$ cat src/mbp_pkg.sv
// package for the multiplexed host bus port with interrupt and key wake logic
// assumes a single 125 MHz core clock; the pins arrive asynchronous to it
package mbp_pkg;

  // ==========================================================================
  // register map, avalon byte addresses
  localparam int AVS_AW = 4;
  localparam int AVS_DW = 32;
  localparam logic [AVS_AW-1:0] OFF_CTRL = 4'h0;
  localparam logic [AVS_AW-1:0] OFF_STAT = 4'h4;
  localparam logic [AVS_AW-1:0] OFF_MASK = 4'h8;
  localparam logic [AVS_AW-1:0] OFF_STATE = 4'hc;

  // ==========================================================================
  // field layout
  localparam int CTRL_W = 2;
  localparam int CTRL_ABE_BIT = 0;
  localparam int CTRL_PWR_BIT = 1;
  localparam logic [CTRL_W-1:0] CTRL_RST = 2'h0;

  localparam int NEV = 5;
  localparam int EV_KEY = 0;
  localparam int EV_WAKE = 1;
  localparam int EV_WR = 2;
  localparam int EV_RD = 3;
  localparam int EV_DESEL = 4;
  localparam logic [NEV-1:0] EV_RST = 5'h00;

  localparam int ST_SUPPLY_BIT = 0;
  localparam int ST_5V_BIT = 1;
  localparam int ST_PWR_BIT = 2;
  localparam int ST_KEY_BIT = 3;
  localparam int ST_ADDR_LSB = 8;

  localparam int DATA_W = 8;

  // ==========================================================================
  // carriers and states
  typedef struct packed {
    logic ale;
    logic cs_n;
    logic rd_n;
    logic wr_n;
    logic key_n;
    logic supply_ok;
    logic psel;
    logic [DATA_W-1:0] data;
  } mbp_pins_t;

  localparam mbp_pins_t PINS_RST = '{ale: 1'b0, cs_n: 1'b1, rd_n: 1'b1, wr_n: 1'b1,
                                     key_n: 1'b1, supply_ok: 1'b0, psel: 1'b0,
                                     data: 8'h00};

  typedef struct packed {
    logic [DATA_W-1:0] addr;
    logic [DATA_W-1:0] wdata;
    logic we;
  } mbp_core_wr_t;

  typedef enum logic [1:0] {
    BUS_IDLE = 2'b00,
    BUS_WR = 2'b01,
    BUS_RD = 2'b10
  } mbp_bus_st_t;

endpackage

$ cat src/mbp_port.sv
// multiplexed address/data host port, open-drain interrupt request,
// key wake and system power-on control, with an avalon-mm control slave
// assumes the clock core beyond it answers reads combinationally on core_rdata_i
//
// The Avalon-MM interface to the registers and the address map were chosen for this implementation.
`timescale 1ns/1ps

// Behaviour
// without main supply, key wake or wake-up interrupt turns system power on
// with supply present, software sets the power-on output through a control bit
// without main supply, a falling key wake edge starts system power-on
// software must set aux battery enable before relying on key wake power-on
// with main supply present, key wake edges raise an interrupt instead
// host drives device select low for any register access
// host keeps device select low for the whole read or write strobe
// latch strobe with device deselected captures the address but moves no data
// register address is captured on the falling edge of the latch strobe
// register write happens only within an asserted write strobe
// read data is driven only while the read strobe is low
// supply select high means five volt mode
// supply select low or floating means autosense mode
// interrupt pin held low while any enabled status flag is set
// software clears all enabled contributing flags to release the interrupt pin
// interrupt pin is released, never driven high, when nothing is pending
// host keeps write data stable through the late part of the write strobe
// read drives eight bits late in the strobe and releases when it rises
// strobes, bus and key wake are synchronised before any logic uses them
module mbp_port (
  input wire logic core_clk_i,
  input wire logic nrst_i,
  input wire logic [mbp_pkg::AVS_AW-1:0] avs_address_i,
  input wire logic avs_read_i,
  input wire logic avs_write_i,
  input wire logic [mbp_pkg::AVS_DW-1:0] avs_writedata_i,
  output logic [mbp_pkg::AVS_DW-1:0] avs_readdata_o,
  output logic avs_waitrequest_o,
  output logic irq_o,
  input wire logic ale_i,
  input wire logic dev_sel_n_i,
  input wire logic rd_n_i,
  input wire logic wr_n_i,
  input wire logic [mbp_pkg::DATA_W-1:0] muxed_addr_data_bus_i,
  output logic [mbp_pkg::DATA_W-1:0] muxed_addr_data_bus_o,
  output logic muxed_addr_data_bus_oe_o,
  output logic irq_n_o,
  output logic irq_n_oe_o,
  input wire logic key_wake_input_n_i,
  input wire logic main_supply_ok_i,
  input wire logic supply_sel_i,
  output logic system_power_on_n_o,
  output logic five_volt_mode_o,
  output logic autosense_mode_o,
  output mbp_pkg::mbp_core_wr_t core_wr_o,
  input wire logic [mbp_pkg::DATA_W-1:0] core_rdata_i,
  input wire logic core_wake_irq_i
);

  // ==========================================================================
  // pin synchronisers
  // s1 feeds only s2; edges compare s2 against s3
  mbp_pkg::mbp_pins_t pins_raw;
  mbp_pkg::mbp_pins_t s1_r;
  mbp_pkg::mbp_pins_t s2_r;
  mbp_pkg::mbp_pins_t s3_r;

  assign pins_raw = '{ale: ale_i, cs_n: dev_sel_n_i, rd_n: rd_n_i, wr_n: wr_n_i,
                      key_n: key_wake_input_n_i, supply_ok: main_supply_ok_i,
                      psel: supply_sel_i, data: muxed_addr_data_bus_i};

  always_ff @(posedge core_clk_i or negedge nrst_i) begin
    if (!nrst_i) begin
      s1_r <= mbp_pkg::PINS_RST;
      s2_r <= mbp_pkg::PINS_RST;
      s3_r <= mbp_pkg::PINS_RST;
    end else begin
      s1_r <= pins_raw;
      s2_r <= s1_r;
      s3_r <= s2_r;
    end
  end

  logic ale_fall;
  logic key_fall;
  logic supply_ok;
  assign ale_fall = s3_r.ale & ~s2_r.ale;
  assign key_fall = s3_r.key_n & ~s2_r.key_n;
  assign supply_ok = s2_r.supply_ok;

  // ==========================================================================
  // avalon slave: one wait cycle, then the access is taken
  logic wait_r;
  logic wait_nxt;
  logic [mbp_pkg::AVS_DW-1:0] rdata_r;
  logic [mbp_pkg::AVS_DW-1:0] rdata_nxt;
  logic [mbp_pkg::CTRL_W-1:0] ctrl_r;
  logic [mbp_pkg::CTRL_W-1:0] ctrl_nxt;
  logic [mbp_pkg::NEV-1:0] stat_r;
  logic [mbp_pkg::NEV-1:0] stat_nxt;
  logic [mbp_pkg::NEV-1:0] mask_r;
  logic [mbp_pkg::NEV-1:0] mask_nxt;
  logic [mbp_pkg::NEV-1:0] ev_set;
  logic [mbp_pkg::NEV-1:0] ev_clr;
  logic wr_take;
  logic ctrl_wr;
  logic pwr_n_r;
  logic pwr_n_nxt;
  logic [mbp_pkg::DATA_W-1:0] addr_r;
  logic [mbp_pkg::DATA_W-1:0] addr_nxt;

  assign wr_take = avs_write_i & ~wait_r;
  assign ctrl_wr = wr_take & (avs_address_i == mbp_pkg::OFF_CTRL);

  always_comb begin
    wait_nxt = ~((avs_read_i | avs_write_i) & wait_r);
    rdata_nxt = rdata_r;
    if (avs_read_i & wait_r) begin
      case (avs_address_i)
        mbp_pkg::OFF_CTRL: rdata_nxt = {{(mbp_pkg::AVS_DW-mbp_pkg::CTRL_W){1'b0}}, ctrl_r};
        mbp_pkg::OFF_STAT: rdata_nxt = {{(mbp_pkg::AVS_DW-mbp_pkg::NEV){1'b0}}, stat_r};
        mbp_pkg::OFF_MASK: rdata_nxt = {{(mbp_pkg::AVS_DW-mbp_pkg::NEV){1'b0}}, mask_r};
        mbp_pkg::OFF_STATE: begin
          rdata_nxt = 32'h0000_0000;
          rdata_nxt[mbp_pkg::ST_SUPPLY_BIT] = supply_ok;
          rdata_nxt[mbp_pkg::ST_5V_BIT] = five_volt_mode_o;
          rdata_nxt[mbp_pkg::ST_PWR_BIT] = ~pwr_n_r;
          rdata_nxt[mbp_pkg::ST_KEY_BIT] = s2_r.key_n;
          rdata_nxt[mbp_pkg::ST_ADDR_LSB +: mbp_pkg::DATA_W] = addr_r;
        end
        default: rdata_nxt = 32'h0000_0000;
      endcase
    end
    ctrl_nxt = ctrl_wr ? avs_writedata_i[mbp_pkg::CTRL_W-1:0] : ctrl_r;
    mask_nxt = (wr_take && avs_address_i == mbp_pkg::OFF_MASK) ?
               avs_writedata_i[mbp_pkg::NEV-1:0] : mask_r;
    ev_clr = (wr_take && avs_address_i == mbp_pkg::OFF_STAT) ?
             avs_writedata_i[mbp_pkg::NEV-1:0] : '0;
    // a set in the clearing cycle wins so no event is lost
    stat_nxt = (stat_r & ~ev_clr) | ev_set;
  end

  always_ff @(posedge core_clk_i or negedge nrst_i) begin
    if (!nrst_i) begin
      wait_r <= 1'b1;
      rdata_r <= 32'h0000_0000;
      ctrl_r <= mbp_pkg::CTRL_RST;
      mask_r <= mbp_pkg::EV_RST;
      stat_r <= mbp_pkg::EV_RST;
    end else begin
      wait_r <= wait_nxt;
      rdata_r <= rdata_nxt;
      ctrl_r <= ctrl_nxt;
      mask_r <= mask_nxt;
      stat_r <= stat_nxt;
    end
  end

  // ==========================================================================
  // host bus cycle
  mbp_pkg::mbp_bus_st_t bus_st_r;
  mbp_pkg::mbp_bus_st_t bus_st_nxt;
  logic [mbp_pkg::DATA_W-1:0] wdata_r;
  logic [mbp_pkg::DATA_W-1:0] wdata_nxt;
  logic sel_ok_r;
  logic sel_ok_nxt;
  logic we_r;
  logic we_nxt;
  logic oe_r;
  logic oe_nxt;
  logic [mbp_pkg::DATA_W-1:0] dout_r;
  logic [mbp_pkg::DATA_W-1:0] dout_nxt;
  logic rd_done;

  always_comb begin
    bus_st_nxt = bus_st_r;
    wdata_nxt = wdata_r;
    sel_ok_nxt = sel_ok_r;
    we_nxt = 1'b0;
    oe_nxt = 1'b0;
    dout_nxt = dout_r;
    rd_done = 1'b0;
    // address is taken whether or not the device is selected
    addr_nxt = ale_fall ? s3_r.data : addr_r;
    case (bus_st_r)
      mbp_pkg::BUS_IDLE: begin
        sel_ok_nxt = 1'b1;
        if (!s2_r.cs_n && !s2_r.wr_n) begin
          bus_st_nxt = mbp_pkg::BUS_WR;
        end else if (!s2_r.cs_n && !s2_r.rd_n) begin
          bus_st_nxt = mbp_pkg::BUS_RD;
        end
      end
      mbp_pkg::BUS_WR: begin
        // keep the latest sample so the late part of the strobe decides
        if (!s2_r.wr_n) begin
          wdata_nxt = s2_r.data;
        end
        // a select that drops mid strobe voids the write
        if (s2_r.cs_n) begin
          sel_ok_nxt = 1'b0;
        end
        if (s2_r.wr_n) begin
          we_nxt = sel_ok_r & ~s2_r.cs_n;
          bus_st_nxt = mbp_pkg::BUS_IDLE;
        end
      end
      mbp_pkg::BUS_RD: begin
        if (s2_r.rd_n || s2_r.cs_n) begin
          rd_done = 1'b1;
          bus_st_nxt = mbp_pkg::BUS_IDLE;
        end else begin
          oe_nxt = 1'b1;
          dout_nxt = core_rdata_i;
        end
      end
      default: bus_st_nxt = mbp_pkg::BUS_IDLE;
    endcase
  end

  always_ff @(posedge core_clk_i or negedge nrst_i) begin
    if (!nrst_i) begin
      bus_st_r <= mbp_pkg::BUS_IDLE;
      wdata_r <= 8'h00;
      addr_r <= 8'h00;
      sel_ok_r <= 1'b1;
      we_r <= 1'b0;
      oe_r <= 1'b0;
      dout_r <= 8'h00;
    end else begin
      bus_st_r <= bus_st_nxt;
      wdata_r <= wdata_nxt;
      addr_r <= addr_nxt;
      sel_ok_r <= sel_ok_nxt;
      we_r <= we_nxt;
      oe_r <= oe_nxt;
      dout_r <= dout_nxt;
    end
  end

  // ==========================================================================
  // power-on control, events, interrupt pins, supply mode
  logic irq_r;
  logic irq_nxt;
  logic psel_r;
  logic auto_r;

  always_comb begin
    pwr_n_nxt = pwr_n_r;
    ev_set = '0;
    if (!supply_ok) begin
      // key wake needs the aux battery enabled, otherwise it is ignored
      if (key_fall && ctrl_r[mbp_pkg::CTRL_ABE_BIT]) begin
        pwr_n_nxt = 1'b0;
        ev_set[mbp_pkg::EV_WAKE] = 1'b1;
      end
      if (core_wake_irq_i) begin
        pwr_n_nxt = 1'b0;
        ev_set[mbp_pkg::EV_WAKE] = 1'b1;
      end
    end else begin
      ev_set[mbp_pkg::EV_KEY] = key_fall;
      if (ctrl_wr) begin
        pwr_n_nxt = ~avs_writedata_i[mbp_pkg::CTRL_PWR_BIT];
      end
    end
    ev_set[mbp_pkg::EV_WR] = we_r;
    ev_set[mbp_pkg::EV_RD] = rd_done;
    ev_set[mbp_pkg::EV_DESEL] = ale_fall & s2_r.cs_n;
    irq_nxt = |(stat_r & mask_r);
  end

  always_ff @(posedge core_clk_i or negedge nrst_i) begin
    if (!nrst_i) begin
      pwr_n_r <= 1'b1;
      irq_r <= 1'b0;
      psel_r <= 1'b0;
      auto_r <= 1'b1;
    end else begin
      pwr_n_r <= pwr_n_nxt;
      irq_r <= irq_nxt;
      psel_r <= s2_r.psel;
      auto_r <= ~s2_r.psel;
    end
  end

  // ==========================================================================
  // outputs
  assign avs_readdata_o = rdata_r;
  assign avs_waitrequest_o = wait_r;
  assign irq_o = irq_r;
  assign muxed_addr_data_bus_o = dout_r;
  assign muxed_addr_data_bus_oe_o = oe_r;
  // open drain: the pin only ever pulls low, so the data side is a constant
  assign irq_n_o = 1'b0;
  assign irq_n_oe_o = irq_r;
  assign system_power_on_n_o = pwr_n_r;
  assign five_volt_mode_o = psel_r;
  assign autosense_mode_o = auto_r;
  assign core_wr_o = '{addr: addr_r, wdata: wdata_r, we: we_r};
endmodule

$ cat config.mk
export PLATFORM = sky130hd
export DESIGN_NAME = mbp_port
export DESIGN_NICKNAME = d
export VERILOG_FILES = /design/src/mbp_pkg.sv /design/src/mbp_port.sv
export SDC_FILE = /design/constraint.sdc
export NUM_CORES = 1
export LEC_CHECK = 0
export ABC_AREA = 1
export BUFFER_PORTS_ARGS = -buffer_cell sky130_fd_sc_hd__clkbuf_2
export CORE_MARGIN = 4
export CORE_UTILIZATION = 40
export CTS_CLUSTER_DIAMETER = 40
export DETAILED_ROUTE_END_ITERATION = 7
export PLACE_DENSITY = 0.66
export SLEW_MARGIN = 20
export SYNTH_ARGS = -nofsm -noshare
export SYNTH_HDL_FRONTEND = slang
export SYNTH_SLANG_ARGS = --single-unit
export TNS_END_PERCENT = 5
$ cat constraint.sdc
create_clock -name core_clk_i -period 1.34 [get_ports core_clk_i]
set_clock_uncertainty 0.05 [all_clocks]
set_input_delay 0 -clock core_clk_i [delete_from_list [all_inputs] [get_ports core_clk_i]]
set_output_delay 0 -clock core_clk_i [all_outputs]
set_load 0.005 [all_outputs]
=== Word level (Yosys, flattened, before mapping) ===
Index checks and enable logic that the tools add are counted.

* Flip-flop bits (word level): 118
* Memories kept: 0
* Latch bits: 0
* Bits in read-only memories: 0
* Memory bits (writable): 0
* Input port bits: 64
* Logic and storage cells: 110

* $lt $le $gt $ge: 0
* Divide/modulo/power cells: 0
* Multiplexer cells: 23
* Shift-type cells: 0
* Multipliers: 0
* Bitwise gates (word level): 23
* $add $sub $neg: 0
* Equality and inequality tests: 10
* Reduce and logical (&&, ||, !) cells: 19

{| class="wikitable"
|+ Operator list
! operator !! count
|-
| 16-bit case mux with 4 select lines || 1
|-
| 1-bit 2-to-1 mux || 15
|-
| 5-bit AND || 2
|-
| 1-bit NOT || 10
|-
| 1-bit AND || 8
|-
| 4-bit equality test, second input constant || 2
|-
| 2-bit 2-to-1 mux || 4
|-
| 2-bit AND reduction || 4
|-
| 2-bit inequality test, second input constant || 3
|-
| 2-bit case mux with 3 select lines || 1
|-
| 1-bit logical AND || 5
|-
| 5-bit 2-to-1 mux || 1
|-
| 5-bit NOT || 1
|-
| 5-bit bitwise OR || 1
|-
| 5-bit OR reduction || 1
|-
| 4-bit by 3-bit equality test with 1-bit output, second input constant || 1
|-
| 4-bit logical NOT || 1
|-
| 1-bit logical NOT || 3
|-
| 3-bit inequality test, second input constant || 1
|-
| 3-bit AND reduction || 1
|-
| 3-bit nonzero test || 1
|-
| 2-bit by 1-bit equality test with 1-bit output, second input constant || 1
|-
| 2-bit equality test, second input constant || 1
|-
| 2-bit logical NOT || 1
|-
| other kinds (5) || 5
|}

=== Logic depth before layout (Yosys ltp) ===
* Word-level depth: 7
* Mapped depth: 7
* Depth with buffers taken out: 7

=== Worst setup path after synthesis ===
OpenSTA, ideal clock, no wires.

* Kind: reg2reg
* Start: register s2_r[11] (netlist name)
* End: register wdata_r[0] (netlist name)
* Buffers on the path: 0
* Arrival time: 1,048 ps
* Cell stages (with the launch flop): 4
* Slack: 117 ps
* Period minus slack after synthesis: 1,223 ps
* Library setup time: 125 ps
* Cells stage by stage: dfstp_2 -> inv_1 -> nand3_2 -> mux2_2

* Cells in the longest elaborated chain, start to end: 2

{| class="wikitable"
|+ RTL lines
! item !! RTL line !! RTL
|-
| start: declaration || mbp_port.sv:63 || <nowiki>mbp_pkg::mbp_pins_t s2_r;</nowiki>
|-
| start signal: assignment || mbp_port.sv:73 || <nowiki>s2_r <= mbp_pkg::PINS_RST;</nowiki>
|-
| start signal: assignment || mbp_port.sv:77 || <nowiki>s2_r <= s1_r;</nowiki>
|-
| 1-bit NOT (no line) || -- ||
|-
| 2-bit AND reduction (no line) || -- ||
|-
| end signal: assignment || mbp_port.sv:230 || <nowiki>wdata_r <= wdata_nxt;</nowiki>
|-
| end: declaration || mbp_port.sv:161 || <nowiki>logic [mbp_pkg::DATA_W-1:0] wdata_r;</nowiki>
|}

Every way passes these cells.
A chain may end at the register's enable or synchronous reset.

=== Worst setup path after layout ===
Same ends and word-level chain as after synthesis.

==> Flow_metrics.wiki <==
{| class="wikitable"
! Metric !! Value
|-
| Final critical-path setup slack || 67.0 ps
|-
| Cell count after synthesis || roughly 330
|-
| Antenna violations before repair || 0
|-
| Total of flip-flops plus latches after synthesis || 99
|-
| Final Hold Viols || 0
|-
| Count of TritonRoute iterations in the first routing pass || 4
|-
| Ant. Diodes || 0
|-
| Worst Hold Depth || 4
|-
| Most frequently used flop master after synthesis || sky130_fd_sc_hd__dfrtp_1
|-
| Total power density per cell area || 1320 nW/um^2
|-
| Setup TNS || 0 ps
|-
| Length in cells of the worst reg-to-reg path || 3
|-
| Arrival time of the worst setup path || 1460 ps
|-
| Latest clock arrival within the worst-skew pair || 350 ps
|-
| Routability congestion estimate from global placement || 0.789
|-
| Setup repair after global routing missed its margin || false
|-
| Power, Total || 6.23 mW
|-
| Total clock buffers created by CTS || 9
|-
| DIE HEIGHT || 104 microns
|-
| Cell Count, Final, Fillers Out || 570
|-
| Crit path from || s2_r[11]
|-
| Met1 Wirelength || approximately 3200 microns
|-
| Number of endpoints failing setup at the final stage || 0
|-
| Classification of the worst-slack hold path || input port to flip-flop
|-
| Layout cell share with drive strength beyond 1 || 31.0%
|-
| Via count of the first global-routing pass || 2529
|-
| Total clock sinks || a little under 100
|-
| Compound-cell area share of the yosys netlist || 4.65%
|-
| Horiz. Die Dim || 104 microns
|-
| Hold_sp || avs_address_i[1]
|-
| H-tree level count || 3
|-
| Via count || approximately 2.5k
|-
| Switching share of power || 27.8%
|-
| Crit. End Element || flip-flop
|-
| Total die area || 10700 sq um
|-
| Post-layout utilization of the core || ~54%
|-
| Portion of total power attributed to the clock network || 29.3%
|-
| CTS Root Buffer Type || sky130_fd_sc_hd__clkbuf_8
|-
| Final design area excluding fillers || 4730 sq um
|-
| Average wire length per cell after detail routing || 12.2 microns
|-
| Detailed-routed wire length on met2 || around 3300 microns
|-
| Number of placement rows || 34
|-
| Final HPWL DP || ~5000 microns
|-
| All-layer global routing usage || 13.5%
|-
| Data required time of the critical path || 1530 ps
|-
| Pre-CTS setup slack || roughly 38 ps
|-
| Overflow left after global routing || 0
|-
| Synth warn || 0
|-
| Pin count of the biggest net entering global routing || 35
|-
| Sw Pwr || ~1.7 mW
|-
| IO Count || 129
|-
| Number of nets still failing antenna checks after routing || 0
|-
| First-pass GRT wire length || 11900 microns
|-
| Share of total power in sequential cells || 56.7%
|-
| Area of the core region || 8810 sq um
|-
| Number of violations of the max-capacitance limit || 0
|-
| Fin Hold WS || 18.5 ps
|-
| Critical R2R Launch || s2_r[11]
|-
| Dominant combinational cell family by area after synthesis || simple AND/OR/NAND/NOR gates
|-
| VDD IR max || approximately 0.77 mV
|-
| Netlist cell types || 25
|-
| Final period util || 95.0%
|-
| Number of flops mapped to enable cells by yosys || 0
|-
| Type of the worst setup path || flip-flop to flip-flop
|-
| Area added between synthesis and finish || 29.4%
|-
| Share of synthesized registers carrying an async set or reset || 100%
|-
| Fraction of the mapped netlist area in adder cells || 0%
|-
| Int Power || around 4.5 mW
|-
| Maximum achievable frequency || 786 MHz
|-
| Synthesized area divided by synthesized cell count || ~11 sq um
|-
| Top layer in use || met4
|-
| Time the final worst path needs with I/O delays and setup || around 1300 ps
|-
| CTS tree || built
|-
| Starting density of the core || 41.5%
|-
| Result of the run || finished clean
|-
| Initial drt markers || 63
|-
| Gate power share || 14.1%
|-
| Worst Hold Path EP || ctrl_r[0]
|-
| Clock slew at reported path FFs || about 100 ps
|-
| Top post-synthesis cells by area || sky130_fd_sc_hd__dfrtp_1 59%, sky130_fd_sc_hd__nand2_1 9.4%, sky130_fd_sc_hd__dfstp_2 9.3%
|-
| Critical path startpoint category || flip-flop
|-
| Met3 wirelength from detailed routing || about 400 microns
|-
| Share of the synthesized area in the top cell type || 58.8%
|-
| Commonest cells after routing, fill and taps aside || 92 x sky130_fd_sc_hd__nand2_1, 86 x sky130_fd_sc_hd__dfrtp_1, 80 x sky130_fd_sc_hd__clkbuf_2, 34 x sky130_fd_sc_hd__dlygate4sd3_1, 28 x sky130_fd_sc_hd__nand3_1
|-
| Highest fanout seen on the critical path || 8
|-
| FF-to-FF setup slack || 70 ps
|-
| Parity-gate share of the synthesized area counting xor and xnor cells || 0%
|-
| Cell count after placement || 520
|-
| Max-slew violations || 0
|-
| Post-detailed-routing wire length || 6940 microns
|-
| Leading cell type in the layout, fill and taps excluded || sky130_fd_sc_hd__nand2_1
|-
| Multiplexer fraction of the synthesized cell area || approximately 2.5%
|-
| DR vias/cell || 4.40
|-
| Post-synth top area cell || sky130_fd_sc_hd__dfrtp_1
|-
| Standby leakage power || between 2 and 2.5 nW
|-
| Sequential element share of the synthesized area || 68.2%
|-
| Maximum number of buffers from clock root to sink || 2
|-
| Cell area after synthesis || roughly 3700 sq um
|-
| Count of buffers from port buffering || 81
|-
| End of the worst register-to-register path || wdata_r[0]
|-
| Drt drc || 0
|-
| Count of filler cells inserted in the layout || 782
|-
| Dpl cell area || 4180 sq um
|-
| Net count, final || roughly 520
|-
| Post-synthesis share of cell area spent on and, or, nand and nor gates || 16.7%
|}
-- registers in the layout, summed over array words and instances (netlist names), 2 cells and up --
signal                 count
addr_r                     8
avs_readdata_o            13
bus_st_r                   2
ctrl_r                     2
mask_r                     5
muxed_addr_data_bus_o      8
s1_r                      15
s2_r                      14
s3_r                      10
stat_r                     5
wdata_r                    8
-- Yosys cell counts, types with 3 or more instances --
library cell,n
sky130_fd_sc_hd__inv_2,4
sky130_fd_sc_hd__buf_4,23
sky130_fd_sc_hd__nor2_2,3
sky130_fd_sc_hd__o21ai_1,8
sky130_fd_sc_hd__nand3_1,28
sky130_fd_sc_hd__o21ai_0,16
sky130_fd_sc_hd__mux2_2,8
sky130_fd_sc_hd__dfrtp_1,86
sky130_fd_sc_hd__dfstp_2,13
sky130_fd_sc_hd__nor2_1,4
sky130_fd_sc_hd__nand2_1,92
sky130_fd_sc_hd__inv_1,25
-- worst max-delay path: stages (launching register included) --
cell and delay (ps):
sky130_fd_sc_hd__dfstp_2 550, sky130_fd_sc_hd__inv_1 70, sky130_fd_sc_hd__nand3_4 130, sky130_fd_sc_hd__mux2_2 360
-- final cells by class --
class / count / area, sq um / share of cell area [%]
multi-input cells: 194 / 961 / 20.3
flip-flops and latches: 99 / 2490 / 52.7
clock buffers: 9 / 124 / 2.62
well taps: 108 / 135 / 2.86
inverters: 29 / 111 / 2.35
clock inverters: 7 / 66.3 / 1.40
repair buffers: 124 / 841 / 17.8
-- layer usage --
layer  track usage (%)  vias up
met2              22.7       71
met3              3.92        5
li1                  -     1258
met1              17.1     1176
met5                 0        -
met4              3.70        0
-- power by group through the flow --
stage	combinational, mW	sequential, mW	clock (mW)
global placement	0.782	3.57	0
floorplan	0.401	3.56	0
finish	0.877	3.53	1.82
global route	1.00	3.58	2.02
CTS	0.885	3.53	1.90
detailed placement	0.807	3.58	0
-- worst max path at each step --
stage | endpoint | slack (ps) | cells past startpoint
2_1_floorplan | wdata_r[0] | 120 | 3
3_5_place_dp | wdata_r[0] | 40 | 3
5_1_grt | muxed_addr_data_bus_o[4] | 10 | 6
6_report | wdata_r[0] | 70 | 3
3_3_place_gp | wdata_r[7] | 70 | 3
4_1_cts | wdata_r[0] | 30 | 3
-- cells by family after synthesis --
| family | count (synthesis) |
|---|---|
| and+or+nand+nor | 136 |
| DFF | 99 |
| buffers and inverters | 54 |
| AOI/OAI and AO/OA | 30 |
| muxes | 8 |
| other | 1 |
-- what timing repair did --
action                                  4_1_cts  5_1_grt
gates resized for setup                       0        3
hold endpoints to repair                    128        0
hold buffers                                 34        0
endpoints found under the setup margin        0        8
buffers inserted                              0        0
(Power assumes the default switching activity.)
